<file path="src/core/pcs_cfg.svh">
`ifndef PCS_CFG_SVH
`define PCS_CFG_SVH

// register offsets on the serial port register map
`define PCS_ADDR_PLL_CFG 8'h04
`define PCS_ADDR_CLK_OUT 8'h06

// pll_and_adc_clock_config fields
`define PCS_PLL_M_LSB 0
`define PCS_PLL_N_LSB 2
`define PCS_PLL_ADC_SEL_BIT 4
`define PCS_PLL_CFG_RESET 8'h00
`define PCS_PLL_CFG_MASK 8'h1f

// clock_output_config fields
`define PCS_OUT1_DIS_BIT 0
`define PCS_OUT1_INV_BIT 1
`define PCS_OUT1_DIV_LSB 2
`define PCS_OUT2_DIS_BIT 4
`define PCS_OUT2_INV_BIT 5
`define PCS_OUT2_DIV_LSB 6
`define PCS_CLK_OUT_RESET 8'h00

// largest legal exponents
`define PCS_N_MAX 2'h2
`define PCS_L_MAX 2'h2

// reference period measurement
`define PCS_PERIOD_W 16
`define PCS_PERIOD_SAT 16'hffff
`define PCS_CHAIN_W 8

`endif

</file>
<file path="src/core/pcs_pkg.sv">
package pcs_pkg;

    // divider, invert and disable of one clock output
    typedef struct packed {
        logic [1:0] div;
        logic inv;
        logic dis;
    } pcs_out_cfg_s;

    // reference lock progress
    typedef enum logic [1:0] {
        PCS_LK_IDLE,
        PCS_LK_MEASURE,
        PCS_LK_LOCKED
    } pcs_lock_e;

endpackage

</file>
<file path="src/core/pcs_clock_synth.sv">
// What this block does
// dac clock is reference times two to M
// adc clock source bit selects reference or vco
// vco path divides by two to N, N<=2
// tx, rx and adc word rates kept equal; here adc rate is set by its source bit and N, not tied to the word rate
// dac rate one, two or four word rates
// full duplex receive clock twice word rate, held to the dac rate with no interpolation
// software picks M from interpolation and rates
// software keeps reference and vco in range
// first output is dac clock over two to R
// first output shares pll dividers, fixed phase
// second output is reference over two to L
// L zero copies reference, else free divider
// per output invert and disable bits
// outputs keep toggling through reset and soft reset
// power down leaves pll and outputs running
// setting changes never produce runt pulses; here only the two programmable outputs are gated
`timescale 1ns/100ps
`default_nettype none
`include "pcs_cfg.svh"

module pcs_clock_synth (
    input wire logic i_mclk,
    input wire logic i_rst,
    input wire logic i_por,
    input wire logic i_soft_rst,
    input wire logic i_reference_clock_in,
    input wire logic i_full_duplex,
    input wire logic [1:0] i_interp_factor,
    input wire logic i_reg_wr,
    input wire logic i_reg_rd,
    input wire logic [7:0] i_reg_addr,
    input wire logic [7:0] i_reg_wdata,
    output logic [7:0] o_reg_rdata,
    output logic o_crystal_drive_pin,
    output logic o_dac_update_clock,
    output logic o_adc_sample_clock,
    output logic o_receive_clock_out,
    output logic o_vco_derived_clock_out,
    output logic o_reference_derived_clock_out,
    output logic o_pll_locked
);

    // level of vco divided by two to k, taken from the shared chain
    function automatic logic pcs_div(input logic vco, input logic [`PCS_CHAIN_W-1:0] chain,
                                     input logic [1:0] k);
        pcs_div = (k == 2'h0) ? vco : chain[k - 2'h1];
    endfunction

    // clamp an exponent to its largest legal value
    function automatic logic [1:0] pcs_clamp(input logic [1:0] v, input logic [1:0] vmax);
        pcs_clamp = (v > vmax) ? vmax : v;
    endfunction

    // output level for a given source and setting
    function automatic logic pcs_level(input logic src, input pcs_pkg::pcs_out_cfg_s c);
        pcs_level = c.dis ? 1'b0 : (src ^ c.inv);
    endfunction

    // vco half period in mclk cycles, never below one
    function automatic logic [`PCS_PERIOD_W-1:0] pcs_half(input logic [`PCS_PERIOD_W-1:0] p,
                                                          input logic [1:0] m);
        logic [`PCS_PERIOD_W-1:0] h;
        h = p >> ({1'b0, m} + 3'h1);
        pcs_half = (h == '0) ? `PCS_PERIOD_W'(1) : h;
    endfunction

    logic [7:0] pll_cfg_reg, pll_cfg_next;
    logic [7:0] clk_out_reg, clk_out_next;
    logic [7:0] rdata_reg, rdata_next;
    logic ref_q_reg, ref_prev_reg;
    logic ref_rise;
    pcs_pkg::pcs_lock_e lock_reg, lock_next;
    logic [`PCS_PERIOD_W-1:0] per_cnt_reg, per_cnt_next;
    logic [`PCS_PERIOD_W-1:0] period_reg, period_next;
    logic [`PCS_PERIOD_W-1:0] vco_cnt_reg, vco_cnt_next;
    logic [`PCS_PERIOD_W-1:0] half;
    logic vco_reg, vco_next;
    logic [`PCS_CHAIN_W-1:0] chain_reg, chain_next;
    logic [1:0] ref_div_reg, ref_div_next;
    pcs_pkg::pcs_out_cfg_s act1_reg, act1_next, act2_reg, act2_next;
    pcs_pkg::pcs_out_cfg_s new1, new2;
    logic src1_old, src1_new, src2_old, src2_new;
    logic out1_reg, out1_next, out2_reg, out2_next;
    logic dac_reg, dac_next, adc_reg, adc_next, rx_reg, rx_next, crystal_drive_pin_reg, crystal_drive_pin_next;
    logic [1:0] log2f, rx_k, m_sel, n_sel;
    logic cfg_rst;
    logic locked_reg, locked_next;

    // both resets clear only the configuration and read data, never the clock generators
    assign cfg_rst = i_rst | i_soft_rst;

    // register file writes and registered read data
    always_comb begin
        pll_cfg_next = pll_cfg_reg;
        clk_out_next = clk_out_reg;
        rdata_next = rdata_reg;
        if (i_reg_wr && i_reg_addr == `PCS_ADDR_PLL_CFG) begin
            pll_cfg_next = i_reg_wdata & `PCS_PLL_CFG_MASK;
        end
        if (i_reg_wr && i_reg_addr == `PCS_ADDR_CLK_OUT) begin
            clk_out_next = i_reg_wdata;
        end
        if (i_reg_rd) begin
            case (i_reg_addr)
                `PCS_ADDR_PLL_CFG: rdata_next = pll_cfg_reg;
                `PCS_ADDR_CLK_OUT: rdata_next = clk_out_reg;
                default: rdata_next = 8'h00;
            endcase
        end
    end

    always_ff @(posedge i_mclk) begin
        if (cfg_rst) begin
            pll_cfg_reg <= `PCS_PLL_CFG_RESET;
            clk_out_reg <= `PCS_CLK_OUT_RESET;
            rdata_reg <= 8'h00;
        end else begin
            pll_cfg_reg <= pll_cfg_next;
            clk_out_reg <= clk_out_next;
            rdata_reg <= rdata_next;
        end
    end

    // decoded settings
    assign m_sel = pll_cfg_reg[`PCS_PLL_M_LSB +: 2];
    assign n_sel = pcs_clamp(pll_cfg_reg[`PCS_PLL_N_LSB +: 2], `PCS_N_MAX);
    assign new1.div = clk_out_reg[`PCS_OUT1_DIV_LSB +: 2];
    assign new1.inv = clk_out_reg[`PCS_OUT1_INV_BIT];
    assign new1.dis = clk_out_reg[`PCS_OUT1_DIS_BIT];
    assign new2.div = pcs_clamp(clk_out_reg[`PCS_OUT2_DIV_LSB +: 2], `PCS_L_MAX);
    assign new2.inv = clk_out_reg[`PCS_OUT2_INV_BIT];
    assign new2.dis = clk_out_reg[`PCS_OUT2_DIS_BIT];

    // reference edge detect; the pin is taken as synchronous
    assign ref_rise = ref_q_reg & ~ref_prev_reg;
    assign half = pcs_half(period_reg, m_sel);

    // lock tracking: measure the reference period between rising edges
    always_comb begin
        lock_next = lock_reg;
        period_next = period_reg;
        per_cnt_next = (per_cnt_reg == `PCS_PERIOD_SAT) ? per_cnt_reg : per_cnt_reg + 1'b1;
        if (ref_rise) begin
            per_cnt_next = '0;
            period_next = per_cnt_reg + 1'b1;
            case (lock_reg)
                pcs_pkg::PCS_LK_IDLE: lock_next = pcs_pkg::PCS_LK_MEASURE;
                pcs_pkg::PCS_LK_MEASURE: lock_next = pcs_pkg::PCS_LK_LOCKED;
                pcs_pkg::PCS_LK_LOCKED: lock_next = pcs_pkg::PCS_LK_LOCKED;
                default: lock_next = pcs_pkg::PCS_LK_IDLE;
            endcase
        end else if (per_cnt_reg == `PCS_PERIOD_SAT) begin
            // reference gone: drop lock rather than run on a stale period
            lock_next = pcs_pkg::PCS_LK_IDLE;
        end
        locked_next = (lock_next == pcs_pkg::PCS_LK_LOCKED);
    end

    // power-on only; power down and resets leave the pll running
    always_ff @(posedge i_mclk) begin
        if (i_por) begin
            lock_reg <= pcs_pkg::PCS_LK_IDLE;
            per_cnt_reg <= '0;
            period_reg <= '0;
            ref_q_reg <= 1'b0;
            ref_prev_reg <= 1'b0;
            locked_reg <= 1'b0;
        end else begin
            lock_reg <= lock_next;
            per_cnt_reg <= per_cnt_next;
            period_reg <= period_next;
            ref_q_reg <= i_reference_clock_in;
            ref_prev_reg <= ref_q_reg;
            locked_reg <= locked_next;
        end
    end

    // vco: toggles every half period, realigned to each reference edge so
    // the shared divider chain keeps a fixed phase to the reference
    always_comb begin
        vco_next = vco_reg;
        vco_cnt_next = vco_cnt_reg + 1'b1;
        chain_next = chain_reg;
        ref_div_next = ref_rise ? ref_div_reg + 2'h1 : ref_div_reg;
        if (lock_reg != pcs_pkg::PCS_LK_LOCKED) begin
            vco_next = 1'b0;
            vco_cnt_next = '0;
            chain_next = '0;
        end else if (ref_rise) begin
            vco_next = 1'b1;
            vco_cnt_next = '0;
            // the realigning edge is a vco rise too; the chain keeps counting
            // so outputs slower than the reference still divide
            if (!vco_reg) begin
                chain_next = chain_reg + 1'b1;
            end
        end else if (vco_cnt_reg >= half - 1'b1) begin
            vco_next = ~vco_reg;
            vco_cnt_next = '0;
            if (!vco_reg) begin
                chain_next = chain_reg + 1'b1;
            end
        end
    end

    always_ff @(posedge i_mclk) begin
        if (i_por) begin
            vco_reg <= 1'b0;
            vco_cnt_reg <= '0;
            chain_reg <= '0;
            ref_div_reg <= 2'h0;
        end else begin
            vco_reg <= vco_next;
            vco_cnt_reg <= vco_cnt_next;
            chain_reg <= chain_next;
            ref_div_reg <= ref_div_next;
        end
    end

    // interpolation 1, 2 or 4 gives the word rate as dac rate over 2^log2f
    always_comb begin
        case (i_interp_factor)
            2'h0: log2f = 2'h0;
            2'h1: log2f = 2'h1;
            default: log2f = 2'h2;
        endcase
        // full duplex moves nibbles, so one octave above the word rate;
        // with no interpolation that would exceed the vco and is clamped
        if (i_full_duplex) begin
            rx_k = (log2f == 2'h0) ? 2'h0 : log2f - 2'h1;
        end else begin
            rx_k = log2f;
        end
    end

    // internal sampling clocks and crystal inverter drive
    always_comb begin
        dac_next = vco_reg;
        if (pll_cfg_reg[`PCS_PLL_ADC_SEL_BIT]) begin
            adc_next = pcs_div(vco_reg, chain_reg, n_sel);
        end else begin
            adc_next = ref_q_reg;
        end
        rx_next = pcs_div(vco_reg, chain_reg, rx_k);
        crystal_drive_pin_next = ~ref_q_reg;
    end

    // programmable outputs: a new setting is adopted only while the pin is
    // low and its new level is low, so no short high escapes; an invert flip
    // can still be taken, at the price of one stretched low phase
    always_comb begin
        src1_old = pcs_div(vco_reg, chain_reg, act1_reg.div);
        src1_new = pcs_div(vco_reg, chain_reg, new1.div);
        case (act2_reg.div)
            2'h0: src2_old = ref_q_reg;
            2'h1: src2_old = ref_div_reg[0];
            default: src2_old = ref_div_reg[1];
        endcase
        case (new2.div)
            2'h0: src2_new = ref_q_reg;
            2'h1: src2_new = ref_div_reg[0];
            default: src2_new = ref_div_reg[1];
        endcase
        act1_next = act1_reg;
        act2_next = act2_reg;
        out1_next = pcs_level(src1_old, act1_reg);
        out2_next = pcs_level(src2_old, act2_reg);
        if (act1_reg != new1 && !out1_reg && !pcs_level(src1_new, new1)) begin
            act1_next = new1;
            out1_next = 1'b0;
        end
        if (act2_reg != new2 && !out2_reg && !pcs_level(src2_new, new2)) begin
            act2_next = new2;
            out2_next = 1'b0;
        end
    end

    // clock outputs ride only the power-on reset so they run through resets
    always_ff @(posedge i_mclk) begin
        if (i_por) begin
            act1_reg <= '0;
            act2_reg <= '0;
            out1_reg <= 1'b0;
            out2_reg <= 1'b0;
            dac_reg <= 1'b0;
            adc_reg <= 1'b0;
            rx_reg <= 1'b0;
            crystal_drive_pin_reg <= 1'b1;
        end else begin
            act1_reg <= act1_next;
            act2_reg <= act2_next;
            out1_reg <= out1_next;
            out2_reg <= out2_next;
            dac_reg <= dac_next;
            adc_reg <= adc_next;
            rx_reg <= rx_next;
            crystal_drive_pin_reg <= crystal_drive_pin_next;
        end
    end

    assign o_reg_rdata = rdata_reg;
    assign o_crystal_drive_pin = crystal_drive_pin_reg;
    assign o_dac_update_clock = dac_reg;
    assign o_adc_sample_clock = adc_reg;
    assign o_receive_clock_out = rx_reg;
    assign o_vco_derived_clock_out = out1_reg;
    assign o_reference_derived_clock_out = out2_reg;
    assign o_pll_locked = locked_reg;

endmodule

`default_nettype wire

</file>
<file path="config.mk">
export PLATFORM = sky130hd
export DESIGN_NAME = pcs_clock_synth
export DESIGN_NICKNAME = d
export VERILOG_FILES = /design/src/core/pcs_pkg.sv /design/src/core/pcs_clock_synth.sv
export VERILOG_INCLUDE_DIRS = /design/src /design/src/core
export SDC_FILE = /design/constraint.sdc
export NUM_CORES = 1
export LEC_CHECK = 0
export ABC_AREA = 0
export BUFFER_PORTS_ARGS = -buffer_cell sky130_fd_sc_hd__buf_2
export CORE_MARGIN = 2
export CORE_UTILIZATION = 59
export DETAILED_ROUTE_END_ITERATION = 8
export GPL_TIMING_DRIVEN = 0
export PLACE_DENSITY = 0.79
export SLEW_MARGIN = 20
export SYNTH_ARGS = -nofsm -noshare
export SYNTH_HDL_FRONTEND = slang
export SYNTH_SLANG_ARGS = --single-unit
</file>
<file path="constraint.sdc">
create_clock -name i_mclk -period 6.1 [get_ports i_mclk]
set_input_delay 1.22 -clock i_mclk [delete_from_list [all_inputs] [get_ports i_mclk]]
set_output_delay 1.22 -clock i_mclk [all_outputs]
set_load 0.005 [all_outputs]
</file>
Word-level counts from Yosys, hierarchy flattened. Index checks and enable logic that the tools add are counted.

Flip-flop bits (word level): 99. Input bits: 26. Output and inout port bits: 15. Word-level logic and storage cells: 124.

Add/subtract/negate cells: 11. $lt $le $gt $ge: 7. Eq/ne operators: 12. Shift-type cells: 1. Muxes and demuxes: 32. Bitwise logic cells: 9. Reductions and logical operators: 27.

Operator list (number): 16-bit by 1-bit adder with 16-bit output (second input constant) (2); 8-bit two-way mux (3); 2-bit logical NOT (9); 16-bit equality test (second input constant) (1); 8-bit by 3-bit equality test with 1-bit output (second input constant) (2); 16-bit >= comparator (1); 16-bit logical NOT (1); 2-bit by 4-bit less-than comparator with 1-bit output (second input constant) (4); 16-bit two-way mux (1); 8-bit case mux with 2 select lines (1); 16-bit by 3-bit right shift with 16-bit output (1); 16-bit by 1-bit subtractor with 16-bit output (second input constant) (1); 1-bit two-way mux (13); 2-bit two-way mux (6); 2-bit by 1-bit subtractor with 2-bit output (second input constant) (5); 8-bit by 1-bit adder with 8-bit output (second input constant) (1); 1-bit binary-select mux with 2-bit select (4); 2-bit by 1-bit equality test with 1-bit output (second input constant) (4); 4-bit inequality test (2); 2-bit case mux with 2 select lines (2); 1-bit logical AND (6); 2-bit OR reduction (3); 3-bit OR reduction (2); 2-bit equality test (second input constant) (2); 12 further kinds (22).

Logic depth before layout (Yosys ltp).
Word-level depth: 9. Gate-level depth with buffers: 21. Gate-level depth less buffers: 18.

Worst setup path after synthesis. Ideal clock, no wire load.

Path type: register to register. Start: register pll_cfg_reg[0]. End: register vco_cnt_reg[10]. Setup time: 0.065 ns. Arrival: 3.835 ns. Required time: 6.035 ns. Path slack: 2.200 ns. Stages on the path, launching flop included: 19. Path buffers: 2. Period minus slack after synthesis: 3.900 ns. Path through: dfxtp_1 -> buf_6 -> mux4_2 -> or2_1 -> nand3b_4 -> nor3_1 -> nor2_1 -> ha_1 -> nand3_1 -> nor2_1 -> xnor2_1 -> ha_1 -> and3_1 -> a221oi_1 -> o21ai_1 -> a211oi_2 -> nand3_1 -> clkbuf_1 -> nor2_1.

Longest elaborated chain between the ends: 7.

Ends and longest elaborated chain: start, declared (line pcs_clock_synth.sv:68) `logic [7:0] pll_cfg_reg, pll_cfg_next;`; start signal, assigned (line pcs_clock_synth.sv:115) `` pll_cfg_reg <= `PCS_PLL_CFG_RESET; ``; start signal, assigned (line pcs_clock_synth.sv:119) `pll_cfg_reg <= pll_cfg_next;`; 2-bit by 1-bit adder with 3-bit output (*) (line pcs_clock_synth.sv:64) `h = p >> ({1'b0, m} + 3'h1);`; 16-bit by 3-bit right shift with 16-bit output (*) (line pcs_clock_synth.sv:64); 16-bit logical NOT (line pcs_clock_synth.sv:65) `` pcs_half = (h == '0) ? `PCS_PERIOD_W'(1) : h; ``; 16-bit two-way mux (*) (line pcs_clock_synth.sv:65); 16-bit by 1-bit subtractor with 16-bit output (*) (line pcs_clock_synth.sv:198) `end else if (vco_cnt_reg >= half - 1'b1) begin`; 16-bit >= comparator (*) (line pcs_clock_synth.sv:198); 4-bit OR reduction (no line) (*); end signal, assigned (line pcs_clock_synth.sv:215) `vco_cnt_reg <= vco_cnt_next;`; end, declared (line pcs_clock_synth.sv:76) `` logic [`PCS_PERIOD_W-1:0] vco_cnt_reg, vco_cnt_next; ``.

Every way passes the cells marked *; elsewhere a longest branch is shown, timed or not. A chain may end at the register's enable or synchronous reset.

Worst setup path after layout.
Start: register pll_cfg_reg[1]. End: register vco_cnt_reg[12].

The elaborated chain is that of the path after synthesis.

==> summary.txt <==
Yosys
  • Async S/R FF share, synth: 0%
  • Main area contributors after synthesis: sky130_fd_sc_hd__dfxtp_1, sky130_fd_sc_hd__ha_1, sky130_fd_sc_hd__nand2_1
  • Sequential fraction of the synthesis area: 38.0%
  • Post-synth cell types: 59
  • Cell area after synthesis: 4950 um2
  • Post-synthesis register bit count: 94
  • Number of enable flip-flop cells after synthesis: 0
  • Most numerous cell in the Yosys netlist: sky130_fd_sc_hd__dfxtp_1
  • Top-area cell type share of the netlist area: 38.0%
  • Number of warnings issued by yosys: 0
  • Mapped Cells: 557
  • Predominant post-synthesis flop cell: sky130_fd_sc_hd__dfxtp_1
  • Cell accounting for the most synthesized area: sky130_fd_sc_hd__dfxtp_1
  • Most frequent cells after synthesis: sky130_fd_sc_hd__dfxtp_1, sky130_fd_sc_hd__nand2_1, sky130_fd_sc_hd__nor2_1
  • Synthesized net count: 607
  • Synth Area per Inst: 8.89 um2

Layout
  • Fraction of the core area covered by cells at the end of the flow: 66.9%
  • Final #Nets: 658
  • Number of standard cells in the layout, taps in and fillers out: 718
  • ANT cells: 0
  • Share of cells above drive strength 1: 13.2%
  • Synth-to-layout area growth: 10.5%

Drt
  • Per-cell routed wire length: 13.9 um
  • Via density per instance: 5.63
  • Iteration count of the initial detailed-routing pass: 5
  • Number of remaining DRC errors: 0
  • Post-route ant nets: 0
  • Total number of vias: 4,043
  • Number of DRC violations after detailed-routing iteration 0: 186
  • Post-Route WL: 9990 um

Outcome
  • Outcome: completed

Critical path
  • End of the worst register-to-register path: vco_cnt_reg[12]
  • Data arrival time of the critical path: 5.07 ns
  • CP required: 6.41 ns
  • Delay of the slowest cell on the worst path: 0.50 ns
  • Critical register-to-register path startpoint: pll_cfg_reg[1]
  • Startpoint type of the worst setup path: register
  • Number of cells on the worst reg-to-reg path: 19
  • Timing endpoint of the critical path: vco_cnt_reg[12]
  • Cell repeated most along the worst path: sky130_fd_sc_hd__nor2_1
  • Top fanout value on the critical path: 10
  • Cell chain of the critical path: clkbuf_1 -> nor3_1 -> and3_1 -> o211ai_1 -> or2_1 -> nor3_1 -> nor2_1 -> ha_1 -> nand3_1 -> nor2_1 -> xnor2_1 -> ha_1 -> and3_1 -> a221oi_1 -> o21ai_1 -> a211oi_2 -> nand3_1 -> clkbuf_1 -> nor2_1
  • Setup slack of the worst register-to-register path: 1.34 ns
  • Kind of end point of the critical path: register
  • Slowest cell on the critical path: sky130_fd_sc_hd__dfxtp_1
  • Critical path origin: pll_cfg_reg[1]
  • Type of the worst setup path: register to register

Clock tree
  • Hold-fix buffers at CTS: 0
  • Total clock sinks: 94
  • CTS H-tree depth: 3
  • Clock transition at path regs: 0.10 ns
  • Number of buffers added by the clock tree synthesis step: 9
  • Largest buffer count on any clock path: 2
  • TritonCTS clock tree: done
  • Cell at the root of the clock tree: sky130_fd_sc_hd__clkbuf_8
  • Post-cts repair resize count: 0
  • Clock insertion delay at the later pin of the skew report: 0.38 ns
  • Post-CTS setup buffer count: 0

Die
  • Initial cell density of the core: 60.6%
  • Chip width: 95.6 um
  • Die Span Y: 95.6 um
  • Core region area: 8180 um2
  • Number of ports placed on the die boundary: 41
  • Site Rows: 33
  • Area of the die: 9140 um2

Timing
  • Final hold viol count: 0
  • Post-route worst setup slack: 1.34 ns
  • Worst Hold Slack: 0.477 ns
  • Worst slew margin: 60.5%
  • Final count of negative-setup-slack endpoints: 0
  • Share of the clock period used by the worst path after layout: 78.0%
  • Max Clock Freq: 0.210 GHz
  • Final period demand of the worst path: 4.76 ns
  • Total negative setup slack: 0 ns
  • Unrepaired setup endpoints after global routing: false
  • Total count of max-transition violations in the final report: 0
  • Worst clock skew: 0.0139 ns
  • Worst-Margin Slew: 0.592 ns

Place
  • Placement Setup Slack: 1.37 ns
  • Detailed placer's ending HPWL: 7690 um
  • Gp weighted congestion: 0.836
  • Number of placed cells counting well taps: 702
  • Buffers on Ports: 40

Power
  • Maximum vdd ir drop: 0.000151 V
  • Power density cells: 202 nW/um2
  • Leakage: 2.07 nW

Hold path
  • HP Class: register to register

Global route
  • Total routing resource utilization after global routing: 23.4%
  • Wire length of the first global-routing pass: 16,800 um
  • Antenna violations before repair: 0
  • Maximum number of pins on one net before global-route repair: 19
  • Sum of overflow across all layers after global routing: 0
  • Via count of the first global-routing pass: 3,794

Flow run
  • Count of max-cap constraint violations: 0
layout make-up:
cell class | instances | area, um2
Multi-Input combinational cell | 428 | 2930
Fill cell | 660 | 2710
Sequential cell | 94 | 1880
Timing Repair Buffer | 40 | 200
Tap cell | 105 | 131
Clock buffer | 9 | 124
Buffer | 22 | 95.1
Clock inverter | 7 | 63.8
Inverter | 13 | 48.8
cells in the final DEF, fill, tap and decap left out, types with 2 or more instances in the layout:
cell / count
sky130_fd_sc_hd__and2_1: 2
sky130_fd_sc_hd__or2_1: 2
sky130_fd_sc_hd__inv_1: 13
sky130_fd_sc_hd__mux2i_1: 22
sky130_fd_sc_hd__a21oi_1: 41
sky130_fd_sc_hd__mux2_2: 2
sky130_fd_sc_hd__nand4_1: 6
sky130_fd_sc_hd__a211oi_2: 2
sky130_fd_sc_hd__and3_1: 11
sky130_fd_sc_hd__buf_2: 41
sky130_fd_sc_hd__dfxtp_1: 94
sky130_fd_sc_hd__nor2b_1: 8
sky130_fd_sc_hd__xnor2_1: 26
sky130_fd_sc_hd__ha_1: 24
sky130_fd_sc_hd__nand3_1: 34
sky130_fd_sc_hd__or2_2: 2
sky130_fd_sc_hd__xor2_1: 26
sky130_fd_sc_hd__a211oi_1: 7
sky130_fd_sc_hd__a22oi_1: 6
sky130_fd_sc_hd__nor2_1: 50
sky130_fd_sc_hd__clkbuf_1: 18
sky130_fd_sc_hd__a21o_1: 6
sky130_fd_sc_hd__inv_8: 3
sky130_fd_sc_hd__nand2_1: 65
sky130_fd_sc_hd__clkbuf_8: 9
sky130_fd_sc_hd__and4_1: 2
sky130_fd_sc_hd__nand2b_1: 16
sky130_fd_sc_hd__mux4_2: 7
sky130_fd_sc_hd__o21ai_0: 22
sky130_fd_sc_hd__o211ai_1: 2
sky130_fd_sc_hd__mux4_1: 3
sky130_fd_sc_hd__nor3_1: 8
report_power, final:
part,internal (mW),switching [mW]
combinational,0.0311,0.0422
sequential,0.620,0.00564
clock,0.158,0.247
total,0.809,0.295
metrics by stage:
step	power (mW)	instance area, um2
finish	1.10	5470
detailed placement	0.712	5280
floorplan	0.687	4950
global route	1.15	5470
global placement	0.710	5280
CTS	1.11	5470
logic make-up after synthesis:
family / Yosys count / synth area share (%)
XOR/XNOR: 52 / 9.20
AO/OA/AOI/OAI: 97 / 12.0
flip-flops: 94 / 38.0
other: 1 / 0.0757
AND/OR/NAND/NOR: 220 / 22.1
buffers and inverters: 35 / 2.91
adder cells (fa/ha/maj): 24 / 6.07
multiplexers: 34 / 9.68
worst min path at each step:
stage          depth (start not counted)                       endpoint      startpoint
2_1_floorplan                          1  o_reference_derived_clock_out     act2_reg[0]
3_3_place_gp                           1                 vco_cnt_reg[0]  vco_cnt_reg[0]
3_5_place_dp                           1  o_reference_derived_clock_out     act2_reg[0]
4_1_cts                                2                 o_reg_rdata[5]  o_reg_rdata[5]
5_1_grt                                1        o_vco_derived_clock_out     act1_reg[0]
6_report                               1                 vco_cnt_reg[0]  vco_cnt_reg[0]
metal layers:
metal | GRT usage [%] | up-vias | wire (um)
met2 | 37.7 | 60 | 4770
met1 | 31.1 | 1906 | 4710
met5 | 0 | - | 0
met3 | 3.79 | 16 | 329
li1 | - | 2061 | -
met4 | 9.76 | 0 | 177
worst max-delay path, delay by kind of cell, from the launching register on:
kind	cells	cell delay, ns
xor gates and xnor gates	1	0.15
buffers and inverters	2	0.74
adders and majority gates	2	0.53
AOI/OAI and AO/OA	4	1.07
and+or+nand+nor	10	1.73
DFF	1	0.50
No activity file was read; power rests on OpenSTA's default activity.
